[src/fpd_pkg.sv]
package fpd_pkg;
  localparam logic [3:0] COP_LINE = 4'hF;
  localparam logic [2:0] CP_ID_DEFAULT = 3'h1;
  localparam int FPR_COUNT = 8;
  // opmodes
  localparam logic [6:0] OPM_DIV = 7'h20;
  localparam logic [6:0] OPM_SDIV = 7'h60;
  localparam logic [6:0] OPM_DDIV = 7'h64;
  localparam logic [6:0] OPM_ETOX = 7'h10;
  localparam logic [6:0] OPM_ETOXM1 = 7'h08;
  // source formats
  localparam logic [2:0] FMT_L = 3'h0;
  localparam logic [2:0] FMT_S = 3'h1;
  localparam logic [2:0] FMT_X = 3'h2;
  localparam logic [2:0] FMT_P = 3'h3;
  localparam logic [2:0] FMT_W = 3'h4;
  localparam logic [2:0] FMT_D = 3'h5;
  localparam logic [2:0] FMT_B = 3'h6;
  // effective address modes and mode-7 subcodes
  localparam logic [2:0] EA_DREG = 3'h0;
  localparam logic [2:0] EA_AREG = 3'h1;
  localparam logic [2:0] EA_INDEXED = 3'h6;
  localparam logic [2:0] EA_EXT = 3'h7;
  localparam logic [2:0] EA_SUB_IMM = 3'h4;
  // exception byte bit positions
  localparam int EXC_BRANCH_UNORDERED_FLAG = 7;
  localparam int EXC_SIGNALING_NAN_FLAG = 6;
  localparam int EXC_OPERAND_ERROR_FLAG = 5;
  localparam int EXC_OVERFLOW_FLAG = 4;
  localparam int EXC_UNDERFLOW_FLAG = 3;
  localparam int EXC_DZ = 2;
  localparam int EXC_RESULT_INEXACT_FLAG = 1;
  localparam int EXC_DECIMAL_INPUT_INEXACT_FLAG = 0;
  // accrued byte bit positions
  localparam int ACC_IOP = 7;
  localparam int ACC_OVERFLOW_FLAG = 6;
  localparam int ACC_UNDERFLOW_FLAG = 5;
  localparam int ACC_DZ = 4;
  localparam int ACC_INEX = 3;
  // extended-precision constants
  localparam logic [14:0] EXT_BIAS = 15'h3FFF;
  localparam logic [14:0] EXT_EXP_MAX = 15'h7FFF;
  localparam logic [63:0] EXT_INF_MANT = 64'h8000_0000_0000_0000;
  localparam logic [79:0] EXT_ONE = 80'h3FFF_8000_0000_0000_0000;
  localparam logic [79:0] EXT_MONE = 80'hBFFF_8000_0000_0000_0000;
  localparam logic [79:0] EXT_QNAN = 80'h7FFF_FFFF_FFFF_FFFF_FFFF;
  localparam logic [79:0] EXT_RESET = 80'h0;
  localparam logic [7:0] BYTE_RESET = 8'h00;
  typedef enum logic [1:0] {PREC_CTRL, PREC_SGL, PREC_DBL} fpd_prec_type;
  typedef enum logic [1:0] {OP_DIV, OP_ETOX, OP_ETOXM1} fpd_op_type;
  typedef enum logic [1:0] {ST_IDLE, ST_CLASSIFY, ST_WAIT} fpd_state_type;
endpackage

[src/fpd_class_if.sv]
`timescale 1ns/1ps
`default_nettype none
// operand class lines between the decoder and its classifiers
interface fpd_class_if;
  logic [79:0] operand;
  logic sign;
  logic is_zero;
  logic is_inf;
  logic is_nan;
  logic is_signaling_nan_flag;
  modport classifier(input operand, output sign, is_zero, is_inf, is_nan, is_signaling_nan_flag);
  modport user(output operand, input sign, is_zero, is_inf, is_nan, is_signaling_nan_flag);
endinterface
`default_nettype wire

[src/fpd_classify.sv]
`timescale 1ns/1ps
`default_nettype none
module fpd_classify
  import fpd_pkg::*;
(
  fpd_class_if.classifier bus
);
  logic exp_max;
  logic frac_zero;

  // unnormals fall through as in-range; the arithmetic core normalises them
  assign exp_max = bus.operand[78:64] == EXT_EXP_MAX;
  assign frac_zero = bus.operand[62:0] == 63'h0;
  assign bus.sign = bus.operand[79];
  assign bus.is_zero = (bus.operand[78:0] == 79'h0);
  assign bus.is_inf = exp_max && frac_zero;
  assign bus.is_nan = exp_max && !frac_zero;
  assign bus.is_signaling_nan_flag = exp_max && !frac_zero && !bus.operand[62]; // quiet bit clear
endmodule
`default_nettype wire

[src/fpd_fp_divide_exp_decoder.sv]
`timescale 1ns/1ps
`default_nettype none
module fpd_fp_divide_exp_decoder
  import fpd_pkg::*;
#(
  parameter logic [2:0] CP_ID = CP_ID_DEFAULT
) (
  input wire logic i_core_clk,
  input wire logic i_rst,
  input wire logic i_ce,
  input wire logic i_cmd_valid,
  input wire logic [15:0] i_cmd_word0,
  input wire logic [15:0] i_cmd_word1,
  input wire logic [95:0] i_mem_operand,
  input wire logic [1:0] i_ctrl_prec,
  input wire logic i_packed_unimpl_en,
  input wire logic i_packed_inex,
  input wire logic i_accrued_clr,
  input wire logic i_core_done,
  input wire logic [79:0] i_core_result,
  input wire logic i_core_overflow_flag,
  input wire logic i_core_underflow_flag,
  input wire logic i_core_inex,
  output logic o_busy,
  output logic o_done,
  output logic o_illegal,
  output logic o_unimpl_type,
  output logic [79:0] o_result,
  output logic [2:0] o_result_reg,
  output logic [7:0] o_exc_byte,
  output logic [7:0] o_accrued_byte,
  output logic o_core_start,
  output logic [1:0] o_core_op,
  output logic [1:0] o_core_prec,
  output logic [79:0] o_core_src,
  output logic [79:0] o_core_dst
);
  fpd_state_type state_q;
  logic [79:0] fpr_q [FPR_COUNT];
  logic [79:0] src_q;
  logic [79:0] dst_q;
  fpd_op_type op_q;
  fpd_prec_type prec_q;
  logic [2:0] dreg_q;
  logic decimal_input_inexact_flag_q;

  logic frame_ok;
  logic rm;
  logic [2:0] spec;
  logic [2:0] dreg;
  logic [2:0] ea_mode;
  logic [2:0] ea_reg;
  logic op_ok;
  logic ea_ok;
  logic unimpl;
  fpd_op_type op_d;
  fpd_prec_type prec_d;
  logic [79:0] src_d;
  logic accept;

  logic sp_hit;
  logic [79:0] sp_res;
  logic sp_operand_error_flag;
  logic sp_dz;
  logic sp_signaling_nan_flag;
  logic sx;
  logic fin;
  logic [79:0] fin_res;
  logic [7:0] fin_exc;

  fpd_class_if src_c ();
  fpd_class_if dst_c ();

  assign src_c.operand = src_q;
  assign dst_c.operand = dst_q;

  fpd_classify u_src_class (
    .bus(src_c)
  );

  fpd_classify u_dst_class (
    .bus(dst_c)
  );

  // leading zero count for normalising a raw magnitude
  function automatic logic [6:0] lzc(input logic [63:0] m);
    logic found;
    lzc = 7'h40;
    found = 1'b0;
    for (int i = 63; i >= 0; i--) begin
      if (!found && m[i]) begin
        lzc = 7'(63 - i);
        found = 1'b1;
      end
    end
  endfunction

  // value = m * 2**e, repacked as a normalised extended operand
  function automatic logic [79:0] norm(input logic s, input logic [63:0] m, input logic signed [15:0] e);
    logic [6:0] lz;
    logic signed [17:0] ex;
    lz = lzc(m);
    ex = $signed({3'b000, EXT_BIAS}) + 18'sd63 - $signed({11'h000, lz}) + 18'(e);
    norm = {s, ex[14:0], m << lz};
    if (m == 64'h0) begin
      norm = {s, 79'h0};
    end
  endfunction

  // widen any memory format to extended
  function automatic logic [79:0] cvt(input logic [2:0] f, input logic [95:0] d);
    logic [31:0] iv;
    logic [31:0] mag;
    cvt = {d[95:80], d[63:0]}; // extended image; packed arrives pre-converted
    iv = 32'h0;
    case (f)
      FMT_L, FMT_W, FMT_B: begin
        if (f == FMT_L) begin
          iv = d[31:0];
        end else if (f == FMT_W) begin
          iv = {{16{d[15]}}, d[15:0]};
        end else begin
          iv = {{24{d[7]}}, d[7:0]};
        end
        mag = iv[31] ? (~iv + 32'h1) : iv;
        cvt = norm(iv[31], {32'h0, mag}, 16'sh0);
      end
      FMT_S: begin
        if (d[30:23] == 8'hFF) begin
          cvt = {d[31], EXT_EXP_MAX, 1'b1, d[22:0], 40'h0};
        end else if (d[30:23] == 8'h00) begin
          cvt = norm(d[31], {41'h0, d[22:0]}, -16'sd149);
        end else begin
          cvt = norm(d[31], {40'h0, 1'b1, d[22:0]}, $signed({8'h00, d[30:23]}) - 16'sd150);
        end
      end
      FMT_D: begin
        if (d[62:52] == 11'h7FF) begin
          cvt = {d[63], EXT_EXP_MAX, 1'b1, d[51:0], 11'h0};
        end else if (d[62:52] == 11'h000) begin
          cvt = norm(d[63], {12'h0, d[51:0]}, -16'sd1074);
        end else begin
          cvt = norm(d[63], {11'h0, 1'b1, d[51:0]}, $signed({5'h00, d[62:52]}) - 16'sd1075);
        end
      end
      default: begin
      end
    endcase
  endfunction

  // a NaN result keeps its payload with the quiet bit forced
  function automatic logic [79:0] quiet(input logic [79:0] x);
    quiet = {x[79:63], 1'b1, x[61:0]};
  endfunction

  // field decode of the two instruction words
  always_comb begin
    frame_ok = (i_cmd_word0[15:12] == COP_LINE) && (i_cmd_word0[11:9] == CP_ID);
    frame_ok = frame_ok && (i_cmd_word0[8:6] == 3'h0) && !i_cmd_word1[15] && !i_cmd_word1[13];
    rm = i_cmd_word1[14];
    spec = i_cmd_word1[12:10];
    dreg = i_cmd_word1[9:7];
    ea_mode = i_cmd_word0[5:3];
    ea_reg = i_cmd_word0[2:0];
    op_ok = 1'b1;
    op_d = OP_DIV;
    prec_d = PREC_CTRL;
    case (i_cmd_word1[6:0])
      OPM_DIV: prec_d = PREC_CTRL;
      OPM_SDIV: prec_d = PREC_SGL;
      OPM_DDIV: prec_d = PREC_DBL;
      OPM_ETOX: op_d = OP_ETOX;
      OPM_ETOXM1: op_d = OP_ETOXM1;
      default: op_ok = 1'b0;
    endcase
    // address field only matters for a memory source; the fixed zero bits are checked in frame_ok
    ea_ok = 1'b1;
    if (rm) begin
      case (ea_mode)
        EA_DREG: ea_ok = (spec == FMT_L) || (spec == FMT_S) || (spec == FMT_W) || (spec == FMT_B);
        EA_AREG: ea_ok = 1'b0;
        EA_EXT: ea_ok = (ea_reg <= EA_SUB_IMM);
        default: ea_ok = 1'b1; // indirect forms and EA_INDEXED
      endcase
      if (spec > FMT_B) begin
        ea_ok = 1'b0;
      end
    end
    unimpl = rm && (spec == FMT_P) && i_packed_unimpl_en;
    src_d = rm ? cvt(spec, i_mem_operand) : fpr_q[spec];
    accept = i_ce && i_cmd_valid && (state_q == ST_IDLE);
  end

  // special operand table; anything not caught here goes to the core
  always_comb begin
    sp_hit = 1'b1;
    sp_res = EXT_QNAN;
    sp_operand_error_flag = 1'b0;
    sp_dz = 1'b0;
    sp_signaling_nan_flag = 1'b0;
    sx = src_c.sign ^ dst_c.sign;
    if (src_c.is_nan || (op_q == OP_DIV && dst_c.is_nan)) begin
      sp_res = (op_q == OP_DIV && dst_c.is_nan) ? quiet(dst_q) : quiet(src_q);
      sp_signaling_nan_flag = src_c.is_signaling_nan_flag || (op_q == OP_DIV && dst_c.is_signaling_nan_flag);
    end else if (op_q == OP_DIV) begin
      if ((src_c.is_zero && dst_c.is_zero) || (src_c.is_inf && dst_c.is_inf)) begin
        sp_operand_error_flag = 1'b1;
      end else if (src_c.is_zero) begin
        sp_res = {sx, EXT_EXP_MAX, EXT_INF_MANT};
        sp_dz = !dst_c.is_inf;
      end else if (dst_c.is_inf) begin
        sp_res = {sx, EXT_EXP_MAX, EXT_INF_MANT};
      end else if (src_c.is_inf || dst_c.is_zero) begin
        sp_res = {sx, 79'h0};
      end else begin
        sp_hit = 1'b0;
      end
    end else if (src_c.is_zero) begin
      sp_res = (op_q == OP_ETOX) ? EXT_ONE : src_q;
    end else if (src_c.is_inf) begin
      if (!src_c.sign) begin
        sp_res = src_q;
      end else begin
        sp_res = (op_q == OP_ETOX) ? EXT_RESET : EXT_MONE;
      end
    end else begin
      sp_hit = 1'b0;
    end
  end

  // completion and the exception byte it reports
  always_comb begin
    fin = (state_q == ST_CLASSIFY && sp_hit) || (state_q == ST_WAIT && i_core_done);
    fin_res = (state_q == ST_WAIT) ? i_core_result : sp_res;
    fin_exc = BYTE_RESET;
    fin_exc[EXC_SIGNALING_NAN_FLAG] = (state_q == ST_CLASSIFY) && sp_signaling_nan_flag;
    fin_exc[EXC_OPERAND_ERROR_FLAG] = (state_q == ST_CLASSIFY) && sp_operand_error_flag;
    fin_exc[EXC_DZ] = (state_q == ST_CLASSIFY) && sp_dz;
    fin_exc[EXC_OVERFLOW_FLAG] = (state_q == ST_WAIT) && i_core_overflow_flag;
    fin_exc[EXC_UNDERFLOW_FLAG] = (state_q == ST_WAIT) && i_core_underflow_flag;
    fin_exc[EXC_RESULT_INEXACT_FLAG] = (state_q == ST_WAIT) && i_core_inex;
    fin_exc[EXC_DECIMAL_INPUT_INEXACT_FLAG] = decimal_input_inexact_flag_q;
  end

  // sequencer: latch, classify, then either finish or wait on the core
  always_ff @(posedge i_core_clk) begin
    if (i_rst) begin
      state_q <= ST_IDLE;
    end else if (i_ce) begin
      case (state_q)
        ST_IDLE: begin
          if (accept && frame_ok && op_ok && ea_ok && !unimpl) begin
            state_q <= ST_CLASSIFY;
          end
        end
        ST_CLASSIFY: state_q <= sp_hit ? ST_IDLE : ST_WAIT;
        ST_WAIT: begin
          if (i_core_done) begin
            state_q <= ST_IDLE;
          end
        end
        default: state_q <= ST_IDLE;
      endcase
    end
  end

  // operand and instruction latches, taken when a command is accepted
  always_ff @(posedge i_core_clk) begin
    if (i_rst) begin
      src_q <= EXT_RESET;
      dst_q <= EXT_RESET;
      op_q <= OP_DIV;
      prec_q <= PREC_CTRL;
      dreg_q <= 3'h0;
      decimal_input_inexact_flag_q <= 1'b0;
    end else if (accept) begin
      src_q <= src_d;
      dst_q <= fpr_q[dreg];
      op_q <= op_d;
      prec_q <= (prec_d == PREC_CTRL) ? fpd_prec_type'(i_ctrl_prec) : prec_d;
      dreg_q <= dreg;
      decimal_input_inexact_flag_q <= rm && (spec == FMT_P) && i_packed_inex;
    end
  end

  // data register file, written only on completion
  always_ff @(posedge i_core_clk) begin
    if (i_rst) begin
      for (int i = 0; i < FPR_COUNT; i++) begin
        fpr_q[i] <= EXT_RESET;
      end
    end else if (i_ce && fin) begin
      fpr_q[dreg_q] <= fin_res;
    end
  end

  // core request; held operands stay valid until the core answers
  always_ff @(posedge i_core_clk) begin
    if (i_rst) begin
      o_core_start <= 1'b0;
      o_core_op <= 2'h0;
      o_core_prec <= 2'h0;
      o_core_src <= EXT_RESET;
      o_core_dst <= EXT_RESET;
    end else if (i_ce) begin
      o_core_start <= (state_q == ST_CLASSIFY) && !sp_hit;
      if (state_q == ST_CLASSIFY) begin
        o_core_op <= op_q;
        o_core_prec <= prec_q;
        o_core_src <= src_q;
        o_core_dst <= dst_q;
      end
    end
  end

  // status pulses and the result view
  always_ff @(posedge i_core_clk) begin
    if (i_rst) begin
      o_busy <= 1'b0;
      o_done <= 1'b0;
      o_illegal <= 1'b0;
      o_unimpl_type <= 1'b0;
      o_result <= EXT_RESET;
      o_result_reg <= 3'h0;
      o_exc_byte <= BYTE_RESET;
    end else if (i_ce) begin
      o_busy <= (state_q == ST_IDLE) ? (accept && frame_ok && op_ok && ea_ok && !unimpl) : !fin;
      o_done <= fin;
      o_illegal <= accept && !(frame_ok && op_ok && ea_ok);
      o_unimpl_type <= accept && frame_ok && op_ok && ea_ok && unimpl;
      if (fin) begin
        o_result <= fin_res;
        o_result_reg <= dreg_q;
        o_exc_byte <= fin_exc;
      end
    end
  end

  // accrued byte is sticky; a new event beats a clear in the same cycle
  always_ff @(posedge i_core_clk) begin
    if (i_rst) begin
      o_accrued_byte <= BYTE_RESET;
    end else if (i_ce) begin
      o_accrued_byte <= (i_accrued_clr ? BYTE_RESET : o_accrued_byte) | (fin ? {
        fin_exc[EXC_BRANCH_UNORDERED_FLAG] | fin_exc[EXC_SIGNALING_NAN_FLAG] | fin_exc[EXC_OPERAND_ERROR_FLAG],
        fin_exc[EXC_OVERFLOW_FLAG],
        fin_exc[EXC_UNDERFLOW_FLAG] & fin_exc[EXC_RESULT_INEXACT_FLAG],
        fin_exc[EXC_DZ],
        fin_exc[EXC_DECIMAL_INPUT_INEXACT_FLAG] | fin_exc[EXC_RESULT_INEXACT_FLAG] | fin_exc[EXC_OVERFLOW_FLAG],
        3'h0} : BYTE_RESET);
    end
  end
endmodule
`default_nettype wire

[config.mk]
export PLATFORM = sky130hd
export DESIGN_NAME = fpd_fp_divide_exp_decoder
export DESIGN_NICKNAME = d
export VERILOG_FILES = /design/src/fpd_pkg.sv /design/src/fpd_class_if.sv /design/src/fpd_classify.sv /design/src/fpd_fp_divide_exp_decoder.sv
export SDC_FILE = /design/constraint.sdc
export NUM_CORES = 2
export LEC_CHECK = 0
export ABC_AREA = 1
export BUFFER_PORTS_ARGS = -buffer_cell sky130_fd_sc_hd__buf_2
export CAP_MARGIN = 20
export CELL_PAD_IN_SITES_DETAIL_PLACEMENT = 0
export CELL_PAD_IN_SITES_GLOBAL_PLACEMENT = 1
export CORE_UTILIZATION = 45
export CTS_CLUSTER_SIZE = 12
export DETAILED_ROUTE_END_ITERATION = 10
export HOLD_SLACK_MARGIN = 0.1
export PLACE_DENSITY_LB_ADDON = 0.1
export SLEW_MARGIN = 5
export SYNTH_ARGS = -nofsm -noshare
export SYNTH_HDL_FRONTEND = slang
export SYNTH_HIERARCHICAL = 1
export SYNTH_SLANG_ARGS = --single-unit
[constraint.sdc]
create_clock -name i_core_clk -period 6.65 [get_ports i_core_clk]
set_clock_uncertainty 0.2 [all_clocks]
set_input_delay 0.9975 -clock i_core_clk [delete_from_list [all_inputs] [get_ports i_core_clk]]
set_output_delay 0.9975 -clock i_core_clk [all_outputs]
set_load 0.1 [all_outputs]
Yosys cells after proc, flatten, opt, wreduce, memory -nomap -nowiden
Memory sizes are Yosys's and may differ from the RTL's. A register that Yosys moved wholly into a read port is not among the register bits.
Index checks and enable logic that the tools add are counted.

storage, ports and cells
  memories = 1
  register bits = 357
  word-level logic and storage cells = 1415
  bits in writable memories = 640
  output and inout port bits = 268
  bits of input ports = 221

memories
  memory  words  bits a word  read ports  clocked after Yosys merged registers in  write ports  line                             text
  fpr_q   8      80           2           1                                        8            fpd_fp_divide_exp_decoder.sv:39  logic [79:0] fpr_q [FPR_COUNT];

operators by class
  shift-type cells = 5
  reduce and logical (&&, ||, !) cells = 435
  $lt $le $gt $ge = 2
  add/subtract/negate cells = 12
  multiplexer cells = 911
  bitwise gates (word level) = 7
  equal/unequal tests = 23

operators with widths
  operator               count
  $mux 7                 193
  $mux 80                15
  $mux 1                 679
  $mux 79                7
  $pmux 80 s3            1
  $logic_and 1x1->1      216
  $logic_not 1->1        190
  $logic_not 79->1       2
  $mux 32                4
  $logic_not 63->1       2
  $reduce_or 80->1       1
  $sub 15x7->15 const A  5
  $shl 23x7->64          1
  $shl 24x7->64          1
  $shl 32x7->64          1
  $shl 52x7->64          1
  $shl 53x7->64          1
  $logic_not 52->1       1
  $add 32x1->32 const B  1
  $logic_not 32->1       1
  $not 32->32            1
  $eq 15x15->1 const B   2
  $logic_not 23->1       1
  $mux 8                 2
  other kinds (40)       66

Depth between registers and ports, before layout
  word-level depth = 322
  gate-level depth with buffers = 37
  gate-level depth less buffers = 34

By module
The synthesis kept the hierarchy.

modules (own cells, without submodules)
  module                     cells an instance  sequential area each (sq um)  times used  area an instance (sq um)
  fpd_fp_divide_exp_decoder  8429               27906.8                       1           61886.9
  fpd_classify               90                 0.0                           2           355.3

Least setup slack after synthesis
OpenSTA, ideal clock, no wires.

  path kind = input port to flip-flop
  start = input i_mem_operand[0]
  end = register src_q[70] (netlist: src_c.operand[70])
  library setup time = 0.134 ns
  arrival = 5.212 ns
  path buffers = 4
  setup slack = 1.104 ns
  stages = 33
  data required time = 6.316 ns
  cell sequence = clkbuf_1 inv_1 clkbuf_1 ha_1 nand2_1 nor2_1 nand3_1 inv_1 nand3_1 nand2_1 nand3_2 nor2_2 nand3_1 nand2_1 nand2_1 nor2_2 nand2_1 nor3_4 nand4_2 nor2_1 inv_2 nor2_4 inv_2 nand4_4 buf_6 buf_4 ha_1 o21ai_0 ha_1 nand2_1 o311ai_0 o211ai_1 a31oi_1

on the way
  longest elaborated chain between the ends = 136
  elaborated cells between the ends (all ways) = 204
  classes of those cells = add/sub (10); mux (124); bitwise (1); reduce/logical (69)

RTL lines
  item                  line                              text
  from (decl)           fpd_fp_divide_exp_decoder.sv:14   input wire logic [95:0] i_mem_operand,
  $mux 32               fpd_fp_divide_exp_decoder.sv:120  end else if (f == FMT_W) begin
  $mux 32               fpd_fp_divide_exp_decoder.sv:118  if (f == FMT_L) begin
  $mux 32               fpd_fp_divide_exp_decoder.sv:116  case (f)
  $not 32->32           fpd_fp_divide_exp_decoder.sv:125  mag = iv[31] ? (~iv + 32'h1) : iv;
  $add 32x1->32         fpd_fp_divide_exp_decoder.sv:125
  $mux 32               fpd_fp_divide_exp_decoder.sv:125
  $mux 1                fpd_fp_divide_exp_decoder.sv:91   if (!found && m[i]) begin
  $mux 1                fpd_fp_divide_exp_decoder.sv:116
  [... 120 more ...]    -
  $logic_not 1->1       fpd_fp_divide_exp_decoder.sv:91
  $logic_and 1x1->1     fpd_fp_divide_exp_decoder.sv:91
  $mux 7                fpd_fp_divide_exp_decoder.sv:91
  $mux 7                fpd_fp_divide_exp_decoder.sv:116
  $sub 15x7->15         fpd_fp_divide_exp_decoder.sv:103  ex = $signed({3'b000, EXT_BIAS}) + 18'sd63 - $signed({11'h000, lz}) + 18'(e);
  $mux 79               fpd_fp_divide_exp_decoder.sv:105  if (m == 64'h0) begin
  $pmux 80 s3 (*)       fpd_fp_divide_exp_decoder.sv:116
  $mux 80 (*)           fpd_fp_divide_exp_decoder.sv:190  src_d = rm ? cvt(spec, i_mem_operand) : fpr_q[spec];
  to (signal assigned)  fpd_fp_divide_exp_decoder.sv:277  src_q <= src_d;
  to (decl)             fpd_fp_divide_exp_decoder.sv:40   logic [79:0] src_q;

Mark *: on every way between the ends. The rest lies on a longest branch, timed or not. The select of a mux whose other input is x is not followed.
A chain may end at the register's enable or synchronous reset.

Final worst setup path
  start = input i_mem_operand[21]
  end = register src_q[57] (netlist: src_c.operand[57])

on the way
  longest elaborated chain between the ends = 137
  elaborated cells between the ends (all ways) = 787
  classes of those cells = add/sub (1); shift (5); mux (543); bitwise (1); reduce/logical (237)

RTL lines
  item                                                   line                                                                text
  $logic_and 1x1->1                                      fpd_fp_divide_exp_decoder.sv:91
  $mux 1                                                 fpd_fp_divide_exp_decoder.sv:91
  $mux 1 (on tied branches)                              fpd_fp_divide_exp_decoder.sv:140, fpd_fp_divide_exp_decoder.sv:131
  $mux 1 (on tied branches)                              fpd_fp_divide_exp_decoder.sv:138, fpd_fp_divide_exp_decoder.sv:129
  $mux 1                                                 fpd_fp_divide_exp_decoder.sv:116
  $logic_not 1->1                                        fpd_fp_divide_exp_decoder.sv:91
  $logic_and 1x1->1                                      fpd_fp_divide_exp_decoder.sv:91
  $mux 1                                                 fpd_fp_divide_exp_decoder.sv:91
  [... 121 more ...]                                     -
  $mux 7 (on tied branches)                              fpd_fp_divide_exp_decoder.sv:138, fpd_fp_divide_exp_decoder.sv:129
  $mux 7                                                 fpd_fp_divide_exp_decoder.sv:116
  $shl 52x7->64 / $shl 23x7->64 (equally long branches)  fpd_fp_divide_exp_decoder.sv:104                                    norm = {s, ex[14:0], m << lz};
  $mux 79                                                fpd_fp_divide_exp_decoder.sv:105
  $mux 79 (on tied branches)                             fpd_fp_divide_exp_decoder.sv:140, fpd_fp_divide_exp_decoder.sv:131
  $mux 79 (on tied branches)                             fpd_fp_divide_exp_decoder.sv:138, fpd_fp_divide_exp_decoder.sv:129
  $pmux 80 s3 (*)                                        fpd_fp_divide_exp_decoder.sv:116
  $mux 80 (*)                                            fpd_fp_divide_exp_decoder.sv:190

Marks and branches as above.

==> qor.tcl <==
set qor(antenna_violating_nets_post_route) 0
set qor(synth_flop_cell) {sky130_fd_sc_hd__edfxtp_1}
set qor(number_of_global_route_vias_before_repair) 63220
set qor(die_w_um) 375
set qor(clkLatencyLatePin_ns) 0.79
set qor(drt_pass1_iterations) 9
set qor(clock_tree.buffer_depth) 3
set qor(routed_wire_length_per_instance_um) 30.0
set qor(coreArea_um2) 138000
set qor(critical_path_required_ns) 7.07
set qor(cp.arrival_ns) 6.20
set qor(maxSlewHeadroom_pct) 15.3
set qor(count_of_filler_cells_inserted_in_the_layout) 13455
set qor(cell_count_after_synthesis) 8609
set qor(drt_wl_total_um) 331000
set qor(io_count) 489
set qor(detailedRoute.firstIterationViolations) 11242
set qor(global_route_congestion_overflow_total) 0
set qor(utilization_after_layout_pct) 53.6
set qor(synth_async_sr_flop_share_pct) 0
set qor(grt_start_max_net_pins) 227
set qor(synthesis.area_um2) 62600
set qor(timing.final.crit_share_pct) 86.9
set qor(achievable-frequency_mhz) 173
set qor(via_count) 70486
set qor(numPortBuffers) 468
set qor(fin_setup_tns_ns) 0
set qor(fp.dieArea_um2) 141000
set qor(h_tree_level_count) 3
set qor(status) {completed}
set qor(track_usage_pct) 45.2
set qor(largest_reg_flops) 640
set qor(cellLeakagePower_nw) 33.2
set qor(worst-slew-pin-transition_ns) 1.27
set qor(power.total_mw) 17.5
set qor(hpwl_um) 229000
set qor(worstSetupEndpointType) {flip-flop}
set qor(route.detailed.vias_per_inst) 6.38
set qor(post_cts.repair.setup_buffers) 0
set qor(yosys_register_bits) 1074
set qor(crit_top_cell) {sky130_fd_sc_hd__nor2_1}
set qor(critical-path-slowest-cell) {sky130_fd_sc_hd__nor2_1}
set qor(min_path_type) {flip-flop to flip-flop}
set qor(cts_root_buffer) {sky130_fd_sc_hd__clkbuf_16}
set qor(synth-edff-count) 640
set qor(rsz0062_at_grt) {no}
set qor(drive_gt1_share_pct) 14.4
set qor(peak_fanout_along_the_critical_path) 11
set qor(sequential_share_of_the_synthesized_area_pct) 44.6
set qor(setup.worst_path.start_class) {primary input}
set qor(cts_hold_buf) 0
set qor(cts.reportedPaths.clkPinSlew_ns) 0.06
set qor(power.density_cell_area_nw_per_um2) 237
set qor(netlist-cell-type-count) 71
set qor(floorplan.die.height_um) 375
set qor(cts_made_buffers) 114
set qor(ys.warnings.count) 6
set qor(initial_antenna_violation_count) 27
set qor(cell_area_after_layout_um2) 73700
set qor(max_cap_violations) 0
set qor(placed_area_um2) 69900
set qor(maximum_ir_drop_on_the_vdd_rail_uv) 228
set qor(finalNetCount) 9388
set qor(grt_first_pass_wirelength_um) 460000
set qor(report.final.slew_viol_count) 0
set qor(setup_viol) 0
set qor(post_layout_min_period_ns) 5.78
set qor(synthToLayoutAreaGrowth_pct) 17.8
set qor(cts_sinks) 1074
set qor(post-route-drc-count) 0
set qor(post_cts_resize_count) 0
set qor(cp_slowest_stage_delay_ns) 0.60
set qor(report.final.hold_viol_count) 0
set qor(cts_tree) {done}
set qor(finalWeightedCongestion) 1.09
set qor(floorplan.initialDensity_pct) 45.5
set qor(floorplan.rows) 136
set qor(timing_worst_setup_path_type) {primary input to flip-flop}
set qor(syn-mean-instance-area_um2) 7.27
==> placed cells by master, fill, tap and decap left out, drive strengths merged, types with 5 or more instances in the layout <==
| cell | instances |
|---|---|
| a22oi | 23 |
| diode | 10 |
| clkinv | 35 |
| nand4 | 125 |
| nor3 | 54 |
| o311ai | 9 |
| o211ai | 93 |
| nand3 | 703 |
| o21ai | 1247 |
| xor2 | 30 |
| o22ai | 167 |
| xnor2 | 5 |
| o31ai | 8 |
| ha | 25 |
| a31oi | 47 |
| dfxtp | 434 |
| o2111ai | 10 |
| nor4 | 18 |
| nand2 | 1449 |
| edfxtp | 640 |
| inv | 480 |
| buf | 1053 |
| o221a | 15 |
| a211oi | 11 |
| nor2 | 1779 |
| clkbuf | 185 |
| o221ai | 37 |
| a221oi | 133 |
| or2 | 7 |
| a21oi | 368 |
| nand3b | 8 |
==> routing by layer <==
layer | up-vias | GRT usage [%] | wire, µm
li1 | 30770 | - | -
met1 | 33757 | 59.5 | 124000
met2 | 5082 | 65.8 | 138000
met3 | 859 | 14.2 | 48000
met4 | 18 | 24.1 | 20900
met5 | - | 0 | 116
==> critical path: cells and delay by family <==
| family | cells | cell delay (ns) |
|---|---|---|
| simple gates | 24 | 3.82 |
| buf+inv | 12 | 1.34 |
| compound gates | 1 | 0.06 |
==> cell type report <==
class                      instances  area (µm²)  area share [%]
antenna                           10        25.0          0.0339
clock buffer                     184        3340            4.52
clock inverter                    30         403           0.546
inverter                         491        1880            2.56
multi-input combinational       6406       30500            41.4
sequential                      1074       27900            37.9
tap                             1794        2240            3.04
timing repair buffer            1054        7420            10.1
==> cell usage after synthesis (9+ instances only) <==
cell	n	share of area, %
sky130_fd_sc_hd__o311ai_0	9	0.13
sky130_fd_sc_hd__o221ai_1	37	0.52
sky130_fd_sc_hd__o21ai_1	13	0.10
sky130_fd_sc_hd__nor4_1	17	0.17
sky130_fd_sc_hd__nor3_1	51	0.41
sky130_fd_sc_hd__o22ai_1	167	1.7
sky130_fd_sc_hd__clkinv_1	15	0.090
sky130_fd_sc_hd__o21ai_0	1233	9.9
sky130_fd_sc_hd__nand2_1	1443	8.7
sky130_fd_sc_hd__a211oi_1	11	0.13
sky130_fd_sc_hd__dfxtp_1	434	14
sky130_fd_sc_hd__buf_1	46	0.28
sky130_fd_sc_hd__a221oi_1	133	1.9
sky130_fd_sc_hd__o221a_2	15	0.27
sky130_fd_sc_hd__a21oi_1	367	2.9
sky130_fd_sc_hd__inv_2	16	0.096
sky130_fd_sc_hd__clkbuf_1	544	3.3
sky130_fd_sc_hd__nand3_1	697	5.6
sky130_fd_sc_hd__inv_1	459	2.8
sky130_fd_sc_hd__buf_4	16	0.19
sky130_fd_sc_hd__xor2_1	29	0.41
sky130_fd_sc_hd__a31oi_1	47	0.47
sky130_fd_sc_hd__buf_6	9	0.16
sky130_fd_sc_hd__edfxtp_1	640	31
sky130_fd_sc_hd__nand4_1	120	1.2
sky130_fd_sc_hd__buf_2	26	0.21
sky130_fd_sc_hd__o2111ai_1	10	0.14
sky130_fd_sc_hd__ha_1	25	0.50
sky130_fd_sc_hd__o211ai_1	93	1.1
sky130_fd_sc_hd__a22oi_1	23	0.28
sky130_fd_sc_hd__nor2_1	1767	11
==> path summary, 6_finish.rpt <==
| kind | from | endpoint | slack, ns | cells after the start |
|---|---|---|---|---|
| setup reg to reg | dst_c.operand[13] | fpr_q[7][56] | 0.88 | 23 |
| hold / removal | o_exc_byte[6] | o_exc_byte[6] | 0.27 | 2 |
| hold reg to reg | o_exc_byte[6] | o_exc_byte[6] | 0.27 | 2 |
| setup / recovery | i_mem_operand[21] | src_c.operand[57] | 0.87 | 37 |
==> power by group <==
part | switching [mW] | total, mW | internal, mW
registers | 0.170 | 7.39 | 7.22
clock network | 2.82 | 6.42 | 3.60
logic | 2.58 | 3.65 | 1.07
total | 5.57 | 17.5 | 11.9
==> cell families (layout without fill, tap and decap cells) <==
kind of cell               after synthesis  count (layout)  synth area share (%)
xor gates and xnor gates                35              35                 0.502
muxes                                    3               3                0.0480
other                                    1              14               0.00599
adders and majority gates               26              26                 0.532
AOI/OAI and AO/OA                     2188            2188                  19.9
and+or+nand+nor                       4150            4150                  27.4
DFF                                   1074            1074                  44.6
buffers and inverters                 1132            1759                  7.05
==> stage by stage <==
stage / worst slack (ns) / hold slack, ns / std cells
finish: 0.874 / 0.270 / 11043
CTS: 1.10 / 0.264 / 11021
floorplan: 1.10 / 0.236 / 8612
detailed placement: 0.336 / 0.256 / 10807
global placement: 0.314 / 0.252 / 10799
global route: 0.477 / 0.282 / 11036
Power figures use the tool's default switching activity.
